<file path="src/verilog/upe_pkg.sv">
// Package for the port control and frame end timing block.
// Assumes a 250 MHz core clock and a 32-bit register port.
package upe_pkg;
    // Register offsets.
    localparam logic [7:0]  PSC_OFS        = 8'h30;
    localparam logic [7:0]  EOT_OFS        = 8'h34;
    // Port status and control bit positions.
    localparam int          PSC_CONN       = 0;
    localparam int          PSC_CONNECT_CHANGE_FLAG   = 1;
    localparam int          PSC_EN         = 2;
    localparam int          PSC_EN_CHG     = 3;
    localparam int          PSC_RESUME     = 6;
    localparam int          PSC_SUSP       = 7;
    localparam int          PSC_RESET      = 8;
    // Timing register fields and reset value.
    localparam int          EOT_SUSPN      = 6;
    localparam int          EOT_EOF2_LO    = 4;
    localparam int          EOT_EOF1_LO    = 2;
    localparam int          EOT_SLP_LO     = 0;
    localparam logic [6:0]  EOT_RESET      = 7'h41;
    // Line states and speeds.
    localparam logic [1:0]  LINE_J         = 2'h2;
    localparam logic [1:0]  LINE_K         = 2'h1;
    localparam logic [1:0]  SPD_HS         = 2'h2;
    localparam logic [1:0]  SPD_LS         = 2'h1;
    // Clock rates; the frame timer counts ticks of a derived 30 MHz rate.
    localparam logic [8:0]  CLK_MHZ        = 9'h0FA;
    localparam logic [8:0]  TICK_MHZ       = 9'h01E;
    localparam int          CLK_PERIOD_NS  = 4;
    localparam int          SLEEP_STEP_NS  = 5000;
    localparam int          SLEEP_STEP_CYC = (SLEEP_STEP_NS + CLK_PERIOD_NS - 1) / CLK_PERIOD_NS;
    // Frame lengths in 30 MHz ticks: 125 us and 1 ms.
    localparam logic [15:0] FRAME_HS       = 16'h0EA6;
    localparam logic [15:0] FRAME_FS       = 16'h7530;
    // End of frame points in 30 MHz ticks before the next frame start.
    localparam logic [15:0] EOF2_HS [4]    = '{16'h0002, 16'h0004, 16'h0008, 16'h0010};
    localparam logic [15:0] EOF2_FS [4]    = '{16'h0014, 16'h0028, 16'h0050, 16'h00A0};
    localparam logic [15:0] EOF2_LS [4]    = '{16'h0028, 16'h0050, 16'h00A0, 16'h0140};
    localparam logic [15:0] EOF1_HS [4]    = '{16'h021C, 16'h0168, 16'h00B4, 16'h02D0};
    localparam logic [15:0] EOF1_FS [4]    = '{16'h0640, 16'h0578, 16'h04B0, 16'h5208};
    localparam logic [15:0] EOF1_LS [4]    = '{16'h0EA6, 16'h0DAC, 16'h0CB2, 16'h0FA0};

    // Port pins as seen from the transceiver.
    typedef struct packed {
        logic       attached;
        logic [1:0] line_state;
        logic [1:0] speed;
    } upe_line_t;

    // Frame timing marks toward the schedule logic.
    typedef struct packed {
        logic sof;
        logic past_eof1;
        logic past_eof2;
    } upe_frame_t;
endpackage : upe_pkg

</file>
<file path="src/verilog/upe_port_ctrl.sv">
// Port status and control, frame end timing and async sleep timer.
// Assumes line pins are asynchronous and the register port is on clk.
//
// Operation
// - Suspend clears when resume flag falls or port reset rises.
// - Software writes resume flag one to drive resume; resets to zero.
// - While suspended, a J-to-K transition sets the resume flag.
// - That hardware resume also signals port change to the status register.
// - Enable change sets on any enable change; write one clears it.
// - Connect change sets on connect status change; write one clears.
// - Connect present reads the live attach state.
// - Active-low transceiver suspend, reset one, zero enters low power.
// - High-speed late end point is 2, 4, 8 or 16 ticks.
// - Full-speed late end point is 20, 40, 80 or 160 ticks.
// - Low-speed late end point is 40, 80, 160 or 320 ticks.
// - High-speed early end point is 540, 360, 180 or 720 ticks.
// - Full-speed early end point is 1600, 1400, 1200 or 21000 ticks.
// - Low-speed early end point is 3750, 3500, 3250 or 4000 ticks.
// - Async sleep interval 5, 10, 15 or 20 us, reset code one.
// - Enable and suspend flags together encode the port state.
// - Port reset flag one drives bus reset until written zero.
`timescale 1ns/1ns
module upe_port_ctrl #(
    parameter int SLEEP_STEP = upe_pkg::SLEEP_STEP_CYC // Cycles per 5 us sleep step.
) (
    input  wire logic               clk,          // Core clock, 250 MHz.
    input  wire logic               rst,          // Asynchronous reset, active high.
    input  wire logic [7:0]         reg_addr,     // Register byte address.
    input  wire logic               reg_wr,       // Write strobe.
    input  wire logic               reg_rd,       // Read strobe.
    input  wire logic [31:0]        reg_wdata,    // Write data.
    output logic [31:0]             reg_rdata,    // Read data, one cycle after strobe.
    input  wire upe_pkg::upe_line_t line_in,      // Port pins, asynchronous.
    output logic                    port_change,  // Pulse to the controller status.
    output logic                    resume_drive, // Drive resume on the port.
    output logic                    reset_drive,  // Drive bus reset on the port.
    output logic                    xcvr_susp_n,  // Transceiver suspend, active low.
    output logic                    port_enabled, // Port is enabled.
    output logic                    port_susp,    // Port is suspended.
    output upe_pkg::upe_frame_t     frame,        // Frame timing marks.
    input  wire logic               sleep_start,  // Start an async sleep interval.
    output logic                    sleep_done    // Pulse when the interval ends.
);
    import upe_pkg::*;

    // Refuse a step that the sleep counter cannot hold.
    if (SLEEP_STEP < 1 || SLEEP_STEP * 4 > 65535) begin : g_bad_step
        $error("SLEEP_STEP out of range");
    end

    upe_line_t   line_s1_ff;
    upe_line_t   line_s2_ff;
    upe_line_t   line_prev_ff;
    logic        reset_ff;
    logic        en_ff;
    logic        nxt_en;
    logic        en_chg_ff;
    logic        connect_change_flag_ff;
    logic        resume_ff;
    logic        nxt_resume;
    logic        susp_ff;
    logic        change_ff;
    logic [6:0]  eot_ff;
    logic [31:0] rdata_ff;
    logic [8:0]  acc_ff;
    logic        tick_ff;
    logic [15:0] remain_ff;
    upe_frame_t  frame_ff;
    logic [15:0] sleep_cnt_ff;
    logic        sleep_done_ff;
    logic        psc_wr;
    logic        eot_wr;
    logic        reset_rise;
    logic        reset_fall;
    logic        resume_fall;
    logic        jk_seen;
    logic        running;
    logic [15:0] eof1_sel;
    logic [15:0] eof2_sel;
    logic [15:0] frame_len;
    logic [9:0]  acc_sum;

    // Two-stage synchroniser, then a history stage for edge detection.
    always_ff @(posedge clk or posedge rst) begin
        if (rst) begin
            line_s1_ff   <= '0;
            line_s2_ff   <= '0;
            line_prev_ff <= '0;
        end else begin
            line_s1_ff   <= line_in;
            line_s2_ff   <= line_s1_ff;
            line_prev_ff <= line_s2_ff;
        end
    end

    // Write decode and software edges on the port flags.
    assign psc_wr      = reg_wr && (reg_addr == PSC_OFS);
    assign eot_wr      = reg_wr && (reg_addr == EOT_OFS);
    assign reset_rise  = psc_wr && reg_wdata[PSC_RESET] && !reset_ff;
    assign reset_fall  = psc_wr && !reg_wdata[PSC_RESET] && reset_ff;
    assign resume_fall = psc_wr && !reg_wdata[PSC_RESUME] && resume_ff;
    assign jk_seen     = susp_ff && (line_prev_ff.line_state == LINE_J)
                         && (line_s2_ff.line_state == LINE_K);

    // Port reset flag is held by software; a detach does not end it.
    always_ff @(posedge clk or posedge rst) begin
        if (rst) begin
            reset_ff <= 1'b0;
        end else if (psc_wr) begin
            reset_ff <= reg_wdata[PSC_RESET];
        end
    end

    // Enable comes only from the end of a reset with a device attached.
    always_comb begin
        nxt_en = en_ff;
        if (!line_s2_ff.attached || reset_rise) begin
            nxt_en = 1'b0;
        end else if (reset_fall) begin
            nxt_en = 1'b1;
        end else if (psc_wr && !reg_wdata[PSC_EN]) begin
            nxt_en = 1'b0;
        end
    end

    // Enable flag and its change flag; a new change beats the clear.
    always_ff @(posedge clk or posedge rst) begin
        if (rst) begin
            en_ff     <= 1'b0;
            en_chg_ff <= 1'b0;
        end else begin
            en_ff <= nxt_en;
            if (nxt_en != en_ff) begin
                en_chg_ff <= 1'b1;
            end else if (psc_wr && reg_wdata[PSC_EN_CHG]) begin
                en_chg_ff <= 1'b0;
            end
        end
    end

    // Connect change flag; a new change beats the clear.
    always_ff @(posedge clk or posedge rst) begin
        if (rst) begin
            connect_change_flag_ff <= 1'b0;
        end else if (line_s2_ff.attached != line_prev_ff.attached) begin
            connect_change_flag_ff <= 1'b1;
        end else if (psc_wr && reg_wdata[PSC_CONNECT_CHANGE_FLAG]) begin
            connect_change_flag_ff <= 1'b0;
        end
    end

    // Resume flag: software drives it, remote wakeup sets it.
    always_comb begin
        nxt_resume = resume_ff;
        if (jk_seen) begin
            nxt_resume = 1'b1;
        end else if (psc_wr) begin
            nxt_resume = reg_wdata[PSC_RESUME];
        end
    end

    // Resume flag and the port change pulse on a wakeup rise.
    always_ff @(posedge clk or posedge rst) begin
        if (rst) begin
            resume_ff <= 1'b0;
            change_ff <= 1'b0;
        end else begin
            resume_ff <= nxt_resume;
            change_ff <= jk_seen && !resume_ff;
        end
    end

    // Suspend: set by software on an enabled port, written zero is ignored.
    always_ff @(posedge clk or posedge rst) begin
        if (rst) begin
            susp_ff <= 1'b0;
        end else if (resume_fall || reset_rise || !nxt_en) begin
            susp_ff <= 1'b0;
        end else if (psc_wr && reg_wdata[PSC_SUSP] && en_ff) begin
            susp_ff <= 1'b1;
        end
    end

    // Timing register; only the defined bits are stored.
    always_ff @(posedge clk or posedge rst) begin
        if (rst) begin
            eot_ff <= EOT_RESET;
        end else if (eot_wr) begin
            eot_ff <= reg_wdata[6:0];
        end
    end

    // Read data, registered; unmapped addresses read zero.
    always_ff @(posedge clk or posedge rst) begin
        if (rst) begin
            rdata_ff <= '0;
        end else if (reg_rd) begin
            rdata_ff <= '0;
            if (reg_addr == PSC_OFS) begin
                rdata_ff[PSC_CONN]     <= line_s2_ff.attached;
                rdata_ff[PSC_CONNECT_CHANGE_FLAG] <= connect_change_flag_ff;
                rdata_ff[PSC_EN]       <= en_ff;
                rdata_ff[PSC_EN_CHG]   <= en_chg_ff;
                rdata_ff[PSC_RESUME]   <= resume_ff;
                rdata_ff[PSC_SUSP]     <= susp_ff;
                rdata_ff[PSC_RESET]    <= reset_ff;
            end else if (reg_addr == EOT_OFS) begin
                rdata_ff[6:0] <= eot_ff;
            end
        end
    end

    // 30 MHz tick from the core clock by a fractional accumulator.
    assign acc_sum = {1'b0, acc_ff} + {1'b0, TICK_MHZ};
    always_ff @(posedge clk or posedge rst) begin
        if (rst) begin
            acc_ff  <= '0;
            tick_ff <= 1'b0;
        end else if (acc_sum >= {1'b0, CLK_MHZ}) begin
            acc_ff  <= 9'(acc_sum - {1'b0, CLK_MHZ});
            tick_ff <= 1'b1;
        end else begin
            acc_ff  <= acc_sum[8:0];
            tick_ff <= 1'b0;
        end
    end

    // End point and frame length selection by speed and code.
    always_comb begin
        case (line_s2_ff.speed)
            SPD_HS: begin
                eof2_sel  = EOF2_HS[eot_ff[EOT_EOF2_LO +: 2]];
                eof1_sel  = EOF1_HS[eot_ff[EOT_EOF1_LO +: 2]];
                frame_len = FRAME_HS;
            end
            SPD_LS: begin
                eof2_sel  = EOF2_LS[eot_ff[EOT_EOF2_LO +: 2]];
                eof1_sel  = EOF1_LS[eot_ff[EOT_EOF1_LO +: 2]];
                frame_len = FRAME_FS;
            end
            default: begin
                eof2_sel  = EOF2_FS[eot_ff[EOT_EOF2_LO +: 2]];
                eof1_sel  = EOF1_FS[eot_ff[EOT_EOF1_LO +: 2]];
                frame_len = FRAME_FS;
            end
        endcase
    end

    // Frame timer counts ticks down to the next frame start.
    assign running = en_ff && !susp_ff && !reset_ff;
    always_ff @(posedge clk or posedge rst) begin
        if (rst) begin
            remain_ff <= '0;
            frame_ff  <= '0;
        end else if (!running) begin
            remain_ff <= '0;
            frame_ff  <= '0;
        end else begin
            frame_ff.sof       <= tick_ff && (remain_ff == '0);
            frame_ff.past_eof1 <= remain_ff < eof1_sel;
            frame_ff.past_eof2 <= remain_ff < eof2_sel;
            if (tick_ff) begin
                remain_ff <= (remain_ff == '0) ? 16'(frame_len - 16'h0001)
                                               : 16'(remain_ff - 16'h0001);
            end
        end
    end

    // Async sleep timer: (code + 1) steps of 5 us.
    always_ff @(posedge clk or posedge rst) begin
        if (rst) begin
            sleep_cnt_ff  <= '0;
            sleep_done_ff <= 1'b0;
        end else if (sleep_start) begin
            sleep_cnt_ff  <= 16'((32'(eot_ff[EOT_SLP_LO +: 2]) + 1) * SLEEP_STEP);
            sleep_done_ff <= 1'b0;
        end else begin
            sleep_done_ff <= sleep_cnt_ff == 16'h0001;
            if (sleep_cnt_ff != '0) begin
                sleep_cnt_ff <= 16'(sleep_cnt_ff - 16'h0001);
            end
        end
    end

    // Outputs.
    assign reg_rdata    = rdata_ff;
    assign port_change  = change_ff;
    assign resume_drive = resume_ff;
    assign reset_drive  = reset_ff;
    assign xcvr_susp_n  = eot_ff[EOT_SUSPN];
    assign port_enabled = en_ff;
    assign port_susp    = en_ff && susp_ff;
    assign frame        = frame_ff;
    assign sleep_done   = sleep_done_ff;
endmodule : upe_port_ctrl
</file>
<file path="config.mk">
export PLATFORM = sky130hd
export DESIGN_NAME = upe_port_ctrl
export DESIGN_NICKNAME = d
export VERILOG_FILES = /design/src/verilog/upe_pkg.sv /design/src/verilog/upe_port_ctrl.sv
export SDC_FILE = /design/constraint.sdc
export NUM_CORES = 1
export LEC_CHECK = 0
export BUFFER_PORTS_ARGS = -buffer_cell sky130_fd_sc_hd__buf_4
export CAP_MARGIN = 20
export CELL_PAD_IN_SITES_DETAIL_PLACEMENT = 0
export CELL_PAD_IN_SITES_GLOBAL_PLACEMENT = 2
export CORE_ASPECT_RATIO = 0.8
export CORE_MARGIN = 2
export CORE_UTILIZATION = 37
export DETAILED_ROUTE_END_ITERATION = 7
export PLACE_DENSITY = 0.88
export SYNTH_ARGS = -nofsm -noshare
export SYNTH_HDL_FRONTEND = slang
export SYNTH_SLANG_ARGS = --single-unit
export TNS_END_PERCENT = 30
</file>
<file path="constraint.sdc">
create_clock -name clk -period 4.4 [get_ports clk]
set_input_delay 0 -clock clk [delete_from_list [all_inputs] [get_ports clk]]
set_output_delay 0 -clock clk [all_outputs]
set_load 0.005 [all_outputs]
</file>
==> summary.md, run 1 <==
| Metric | Value |
|---|---|
| Dpl cells | roughly 760 |
| Largest net degree at the start of global routing | 62 |
| Max Fclk | between 300 and 400 MHz |
| Pre-CTS WS | 1370 ps |
| Worst-Margin Slew | 796.9 ps |
| Cells after Synth | ~560 |
| Commonest non-fill, non-tap cell in the layout | dfrtp_1 |
| Slowest-stage cell, CP | nor4_1 |
| Initial antenna violation count | 0 |
| CTS Buf Count | 9 |
| HP Class | in2reg |
| Gr ovfl total | 0 |
| Dpl cell area | about 5600 sq um |
| Hold wc startpoint | reg_wdata[7] |
| Critical path endpoint category | register |
| First DRT Iteration DRCs | between 200 and 250 |
| Final Hold Fails | 0 |
| Core box area | 13550 sq um |
| Final core utilization | between 40 and 50% |
| Clk buf depth | 2 |
| Final worst setup slack | around 1300 ps |
| # diodes | 0 |
| P per Cell Area | 281.5 nW/um^2 |
| Sw Pwr | approximately 0.44 mW |
| Crit-path max FO | 7 |
| GP Congestion | between 0.8 and 0.9 |
| Ys flop type | dfrtp_1 |
| Slowest cell delay on critical path | approximately 670 ps |
| Post-Syn Area | ~5100 sq um |
| Outcome | completed |
| # nets final | 700 |
| Residual DRC | 0 |
| Top-Level Pins | a little over 90 |
| TritonCTS clock tree | done |
| Vias in the first global route | about 4000 |
| Port bufs | 45 |
| Hold Path End | susp_ff |
| Max Cap Violations | 0 |
| Clk root buf | clkbuf_16 |
| Layout Skew | 6.459 ps |
| Layout area overhead | 16.55% |
| Critical path launch point type | register |
| Clk pwr share | a little over two fifths |
| CTS clock-pin slew for the worst setup and hold paths | about 60 ps |
| Clk Latency, worst-skew pair | between 300 and 400 ps |
| First-pass DRT Iterations | 5 |
| Hold slack | between 20 and 25 ps |
| Reg2Reg Depth | 10 |
| Worst hold stages | 3 |
| R2R setup slack | 1260 ps |
| Most frequent cells in the layout | 79 x dfrtp_1, 48 x buf_4, 46 x nor2_1, 43 x nand2_1, 39 x ha_1 |
| Total GRT Usage | between 10% and 20% |
| Die area | about 15000 sq um |
| Final wirelength | around 12000 um |
| EDFF count, synth | 0 |
| Initial core utilization | 37.89% |
| Slew Viols, Final | 0 |
| Crit path DAT | 3380 ps |
| Internal power | roughly 1.2 mW |
| Critical Path RT | 4640 ps |
| Sink Count | just over 80 |
| Sequential element share of the synthesized area | approximately two fifths |
| Most Frequent Cell on Critical Path | nor4_1 |
| Post-synth ARST share | 100.0% |
| Yosys reg bits | 81 |
| # fillers | roughly 1400 |
| Crit-path cells | nor4_1, nand4_1, nor3_1, nor2_1, ha_1, nor2b_1, nand2_1, nor4_1, and3_1, a211oi_1 |
| Post-route cell area | 5983 sq um |
| Combinational share of power | about 11% |
| Period minus WS final | 3139 ps |
| Syn Area/Cell | about 9.2 sq um |
| Flop pwr share | between 40% and 50% |
| Wire per inst | 14.74 um |
| Chip width | 135.7 um |
| Relative slew margins | a little under half |
| DP HPWL | 8520 um |
| Via count | 4120 |
| Resized Gates After CTS | 0 |
| Worst reg2reg path startpoint | remain_ff[6] |
| Critical path type | reg2reg |
| Reg2reg end | remain_ff[10] |
| Synth unique cells | 65 |
| RSZ-0062 raised after global routing | false |
| Vias per cell | between 5 and 6 |
| Leakage | 2.646 nW |
| Final worst-path cycle share | 71.34% |
| Cell Count, Final, Fillers Out | 796 |
| Final ANT Viol Nets | 0 |
| Max H-tree Level | 3 |
| Share of cells above drive strength 1 | 14.61% |
| First-pass GRT wire length | about 20000 um |
| YS warnings | 0 |
| Post CTS Setup Buffer Count | 0 |
| Switching share of power | between 20% and 30% |
| Cts hold-fix bufs | 16 |
| Peak supply drop | 250.3 uV |
| Placement Rows | 38 |
| Final Setup Violations | 0 |
| Setup_tns | 0 ps |
| Die Y | 109.4 um |
| Total power | 1.684 mW |
cells in the mapped netlist, types with 3 or more instances:
master | instances | area, sq um
a21o_1 | 4 | 30.03
and2_1 | 4 | 25.02
dfrtp_1 | 79 | 1977
a21oi_1 | 27 | 135.1
xnor2_1 | 19 | 166.4
o2111ai_1 | 3 | 26.28
buf_4 | 23 | 172.7
mux2i_1 | 7 | 70.07
nand4b_1 | 3 | 26.28
xor2_1 | 11 | 96.34
ha_1 | 39 | 488.0
a31oi_1 | 3 | 18.77
nor3_1 | 22 | 110.1
nand4_1 | 8 | 50.05
and3_1 | 6 | 37.54
nor3b_1 | 4 | 30.03
nand3_1 | 13 | 65.06
o21ai_0 | 33 | 165.2
o31ai_1 | 4 | 30.03
o22ai_1 | 3 | 18.77
buf_2 | 4 | 20.02
inv_1 | 32 | 120.1
nor2_1 | 46 | 172.7
a41oi_1 | 4 | 35.03
nand2_1 | 43 | 161.4
o31a_1 | 5 | 43.79
nor2b_1 | 7 | 43.79
a211oi_1 | 6 | 45.04
or3_1 | 3 | 18.77
mux2_2 | 9 | 101.4
nor4_1 | 7 | 43.79
nand2b_1 | 7 | 43.79
a22oi_1 | 7 | 52.55
or2_2 | 3 | 18.77
nand3b_1 | 3 | 22.52
clkbuf_1 | 15 | 56.30
o211ai_1 | 5 | 37.54
cell families after synthesis:
logic type,Yosys count,share of synthesized area [%]
AND/OR/NAND/NOR,197,20.35
AO/OA/AOI/OAI,117,14.75
flip-flops,81,39.53
buffers and inverters,76,7.336
adder cells (fa/ha/maj),39,9.505
XOR/XNOR,30,5.118
multiplexers,16,3.339
other,1,0.07305
registers in the layout (all words and copies together) (netlist names), 3 cells and up:
signal and count:
eot_ff 7, line_prev_ff 3, remain_ff 16, acc_ff 8
line_s2_ff 5, reg_rdata 9, sleep_cnt_ff 16, frame 3
line_s1_ff 5
layout make-up:
| cell class | count | area (sq um) | share of cell area, % |
|---|---|---|---|
| Sequential cell | 81 | 2029 | 33.92 |
| Inverter | 33 | 125.1 | 2.091 |
| Clock buffer | 10 | 229.0 | 3.827 |
| Timing Repair Buffer | 64 | 520.5 | 8.699 |
| Tap cell | 180 | 225.2 | 3.764 |
| Multi-Input combinational cell | 422 | 2810 | 46.97 |
| Clock inverter | 6 | 43.79 | 0.7319 |
worst max path at each step:
stage	start	end	slack, ps	cells past startpoint
2_1_floorplan	remain_ff[6]	remain_ff[12]	1790	10
3_3_place_gp	remain_ff[6]	remain_ff[12]	1350	10
3_5_place_dp	remain_ff[6]	remain_ff[12]	1370	10
4_1_cts	remain_ff[6]	remain_ff[12]	1350	10
5_1_grt	remain_ff[6]	remain_ff[10]	1070	10
6_report	remain_ff[6]	remain_ff[10]	1260	10
power groups by stage:
stage | logic (mW) | clock network [mW] | registers [mW]
CTS | 0.186 | 0.726 | 0.798
finish | 0.184 | 0.702 | 0.798
floorplan | 0.133 | 0 | 0.804
detailed placement | 0.173 | 0 | 0.811
global route | 0.210 | 0.758 | 0.802
global placement | 0.170 | 0 | 0.810
critical path: cells and delay by family (launching register included):
| family | cells | cell delay, ps |
|---|---|---|
| and+or+nand+nor | 8 | 2060 |
| DFF | 1 | 470 |
| adders and majority gates | 1 | 260 |
| AOI/OAI and AO/OA | 1 | 240 |
metal layers:
| metal | part of all wire, % | vias up | track usage (%) | wire [um] |
|---|---|---|---|---|
| met5 | 0 | - | 0 | 0 |
| met4 | 1.4 | 0 | 4.911 | 170 |
| met3 | 4.8 | 15 | 4.149 | 569 |
| met2 | 44 | 101 | 26.55 | 5155 |
| met1 | 50 | 1965 | 23.41 | 5839 |
| li1 | - | 2039 | - | - |
No activity file was read; power rests on OpenSTA's default activity.
==> inputs of run 2 (changes only) <==
--- a/config.mk
+++ b/config.mk
@@ -11,9 +11,9 @@
 export CELL_PAD_IN_SITES_GLOBAL_PLACEMENT = 2
 export CORE_ASPECT_RATIO = 0.8
 export CORE_MARGIN = 2
-export CORE_UTILIZATION = 37
+export CORE_UTILIZATION = 31
 export DETAILED_ROUTE_END_ITERATION = 7
-export PLACE_DENSITY = 0.88
+export PLACE_DENSITY = 0.79
 export SYNTH_ARGS = -nofsm -noshare
 export SYNTH_HDL_FRONTEND = slang
 export SYNTH_SLANG_ARGS = --single-unit
==> constraint.sdc (replaced) <==
create_clock -name clk -period 2.5 [get_ports clk]
set_input_delay 0 -clock clk [delete_from_list [all_inputs] [get_ports clk]]
set_output_delay 0 -clock clk [all_outputs]
set_load 0.005 [all_outputs]
==> summary.md, run 2 (same netlist as run 1, synthesis figures left out) <==
| Metric | Value |
|---|---|
| Initial antenna violation count | 0 (unchanged) |
| Die Y | 119.1 um (was 109.4 um) |
| Outcome | completed (unchanged) |
| Vias per cell | 4.880 (was 5.176) |
| Critical path buffer and inverter count | 3 (was 0) |
| Clk root buf | clkbuf_16 (unchanged) |
| Gr ovfl total | 0 (unchanged) |
| P per Cell Area | 477.0 nW/um^2 (was 281.5 nW/um^2) |
| Sink Count | 81 (unchanged) |
| Vias in the first global route | 4026 (was 3997) |
| Top-Level Pins | 92 (unchanged) |
| Final ANT Viol Nets | 0 (unchanged) |
| Share of cells above drive strength 1 | 20.31% (was 14.61%) |
| Wire per inst | 14.35 um (was 14.74 um) |
| CTS Buf Count | 9 (unchanged) |
| Slowest-stage cell, CP | dfrtp_1 (was nor4_1) |
| Critical path type | reg2reg (unchanged) |
| Leakage | 2.810 nW (was 2.646 nW) |
| Final Hold Fails | 0 (unchanged) |
| DP HPWL | 9178 um (was 8520 um) |
| Layout area overhead | 23.40% (was 16.55%) |
| Clk Latency, worst-skew pair | 350 ps (was 340 ps) |
| Via count | 4221 (was 4120) |
| Worst hold stages | 3 (unchanged) |
| Worst-Margin Slew | 722.3 ps (was 796.9 ps) |
| Logic depth of the worst path, buffers included | 13 (was 10) |
| Crit-path cells | inv_1, ha_1, buf_4, a21oi_1, nor2_1, a21oi_1, ha_1, a21oi_1, nor2_1, a211oi_2, o31ai_2, buf_4, a41oi_2 (was nor4_1, nand4_1, nor3_1, nor2_1, ha_1, nor2b_1, nand2_1, nor4_1, and3_1, a211oi_1) |
| Largest net degree at the start of global routing | 44 (was 62) |
| Core box area | 16400 sq um (was 13550 sq um) |
| Max H-tree Level | 3 (unchanged) |
| CP delay by family, top | compound AO/OA/AOI/OAI gates (was simple AND/OR/NAND/NOR gates) |
| Slew Viols, Final | 0 (unchanged) |
| Post-route cell area | 6335 sq um (was 5983 sq um) |
| Critical path launch point type | register (unchanged) |
| Final core utilization | 38.64% (was 44.16%) |
| Final Setup Violations | 0 (unchanged) |
| Max Cap Violations | 0 (unchanged) |
| Clk buf depth | 2 (unchanged) |
| Slowest cell delay on critical path | 390 ps (was 670 ps) |
| Hold slack | 29.05 ps (was 23.68 ps) |
| Critical path endpoint category | register (unchanged) |
| TritonCTS clock tree | done (unchanged) |
| RSZ-0062 raised after global routing | true (was false) |
| # diodes | 0 (unchanged) |
| Port bufs | 45 (unchanged) |
| # nets final | 729 (was 700) |
| R2R setup slack | 150 ps (was 1260 ps) |
| Most Frequent Cell on Critical Path | a21oi_1 (was nor4_1) |
| Most frequent cells in the layout | 76 x dfrtp_1, 76 x buf_4, 45 x nor2_1, 43 x nand2_1, 38 x ha_1 (was 79 x dfrtp_1, 48 x buf_4, 46 x nor2_1, 43 x nand2_1, 39 x ha_1) |
| Post CTS Setup Buffer Count | 0 (unchanged) |
| Crit path DAT | 2610 ps (was 3380 ps) |
| Total power | 3.022 mW (was 1.684 mW) |
| First DRT Iteration DRCs | 181 (was 204) |
| Max Fclk | 425.1 MHz (was 318.6 MHz) |
| Crit-path max FO | 5 (was 7) |
| Critical Path RT | 2760 ps (was 4640 ps) |
| # fillers | 1628 (was 1350) |
| Total GRT Usage | 14.67% (was 16.94%) |
| Dpl cell area | 5842 sq um (was 5550 sq um) |
| Placement Rows | 42 (was 38) |
| Residual DRC | 0 (unchanged) |
| Relative slew margins | 51.40% (was 46.39%) |
| Chip width | 147.9 um (was 135.7 um) |
| HP Class | in2reg (unchanged) |
| Peak supply drop | 340.4 uV (was 250.3 uV) |
| Die area | 17610 sq um (was 14840 sq um) |
| Initial core utilization | 31.31% (was 37.89%) |
| Reg2Reg Depth | 13 (was 10) |
| Final worst-path cycle share | 94.09% (was 71.34%) |
| Final wirelength | 12420 um (was 11730 um) |
| First-pass DRT Iterations | 4 (was 5) |
| Period minus WS final | 2352 ps (was 3139 ps) |
| First-pass GRT wire length | 20530 um (was 19750 um) |
| CTS clock-pin slew for the worst setup and hold paths | 70 ps (was 60 ps) |
| Layout Skew | 8.502 ps (was 6.459 ps) |
| GP Congestion | 0.7704 (was 0.8046) |
run 2: metrics by stage:
stage | cells | TNS (ps) | setup WS [ps]
finish | 865 | 0 | 147.9
global route | 865 | -61.89 | -52.96
CTS | 865 | 0 | 15.21
detailed placement | 833 | 0 | 8.872
global placement | 833 | 0 | 84.15
floorplan | 579 | 0 | 0.6311
run 2: layout make-up:
type / count / area [sq um] / area share, %
clock buffers: 11 / 242.7 / 3.832
repair buffers: 93 / 750.7 / 11.85
inverters: 33 / 125.1 / 1.975
flip-flops and latches: 81 / 2033 / 32.10
well taps: 220 / 275.3 / 4.345
clock inverters: 5 / 40.04 / 0.6320
multi-input cells: 422 / 2868 / 45.27
run 2: timing repair:
item                                    CTS  global route
hold endpoints to repair                 62             0
pin swaps                                 0             1
hold buffers                             16             0
endpoints found under the setup margin    1             3
resized for setup                         1            12
run 2: path summary, 6_finish.rpt:
check,from,endpoint
max,line_s2_ff[1],frame[1]
min,reg_wdata[7],susp_ff
max reg2reg,line_s2_ff[1],frame[1]
min reg2reg,line_s1_ff[1],line_s2_ff[1]
max in group asynchronous,rst,remain_ff[7]
min in group asynchronous,rst,line_prev_ff[2]
run 2: worst min-delay path, delay by kind of cell:
kind | cells | cell delay, ps
buffers and inverters | 1 | 110
AO/OA/AOI/OAI | 2 | 220
run 2: power by group:
group	internal [mW]	switching [mW]	total [mW]	leakage, nW
logic	0.165	0.181	0.346	1.64
registers	1.36	0.0476	1.40	1.03
clock network	0.707	0.565	1.27	0.140
total	2.23	0.793	3.02	2.81
run 2: routing by layer:
layer	routed length (um)	track usage, %	vias up
li1	-	-	2100
met5	0	0	-
met4	185	4.345	0
met1	6056	20.99	2011
met3	581	3.180	11
met2	5592	22.27	99
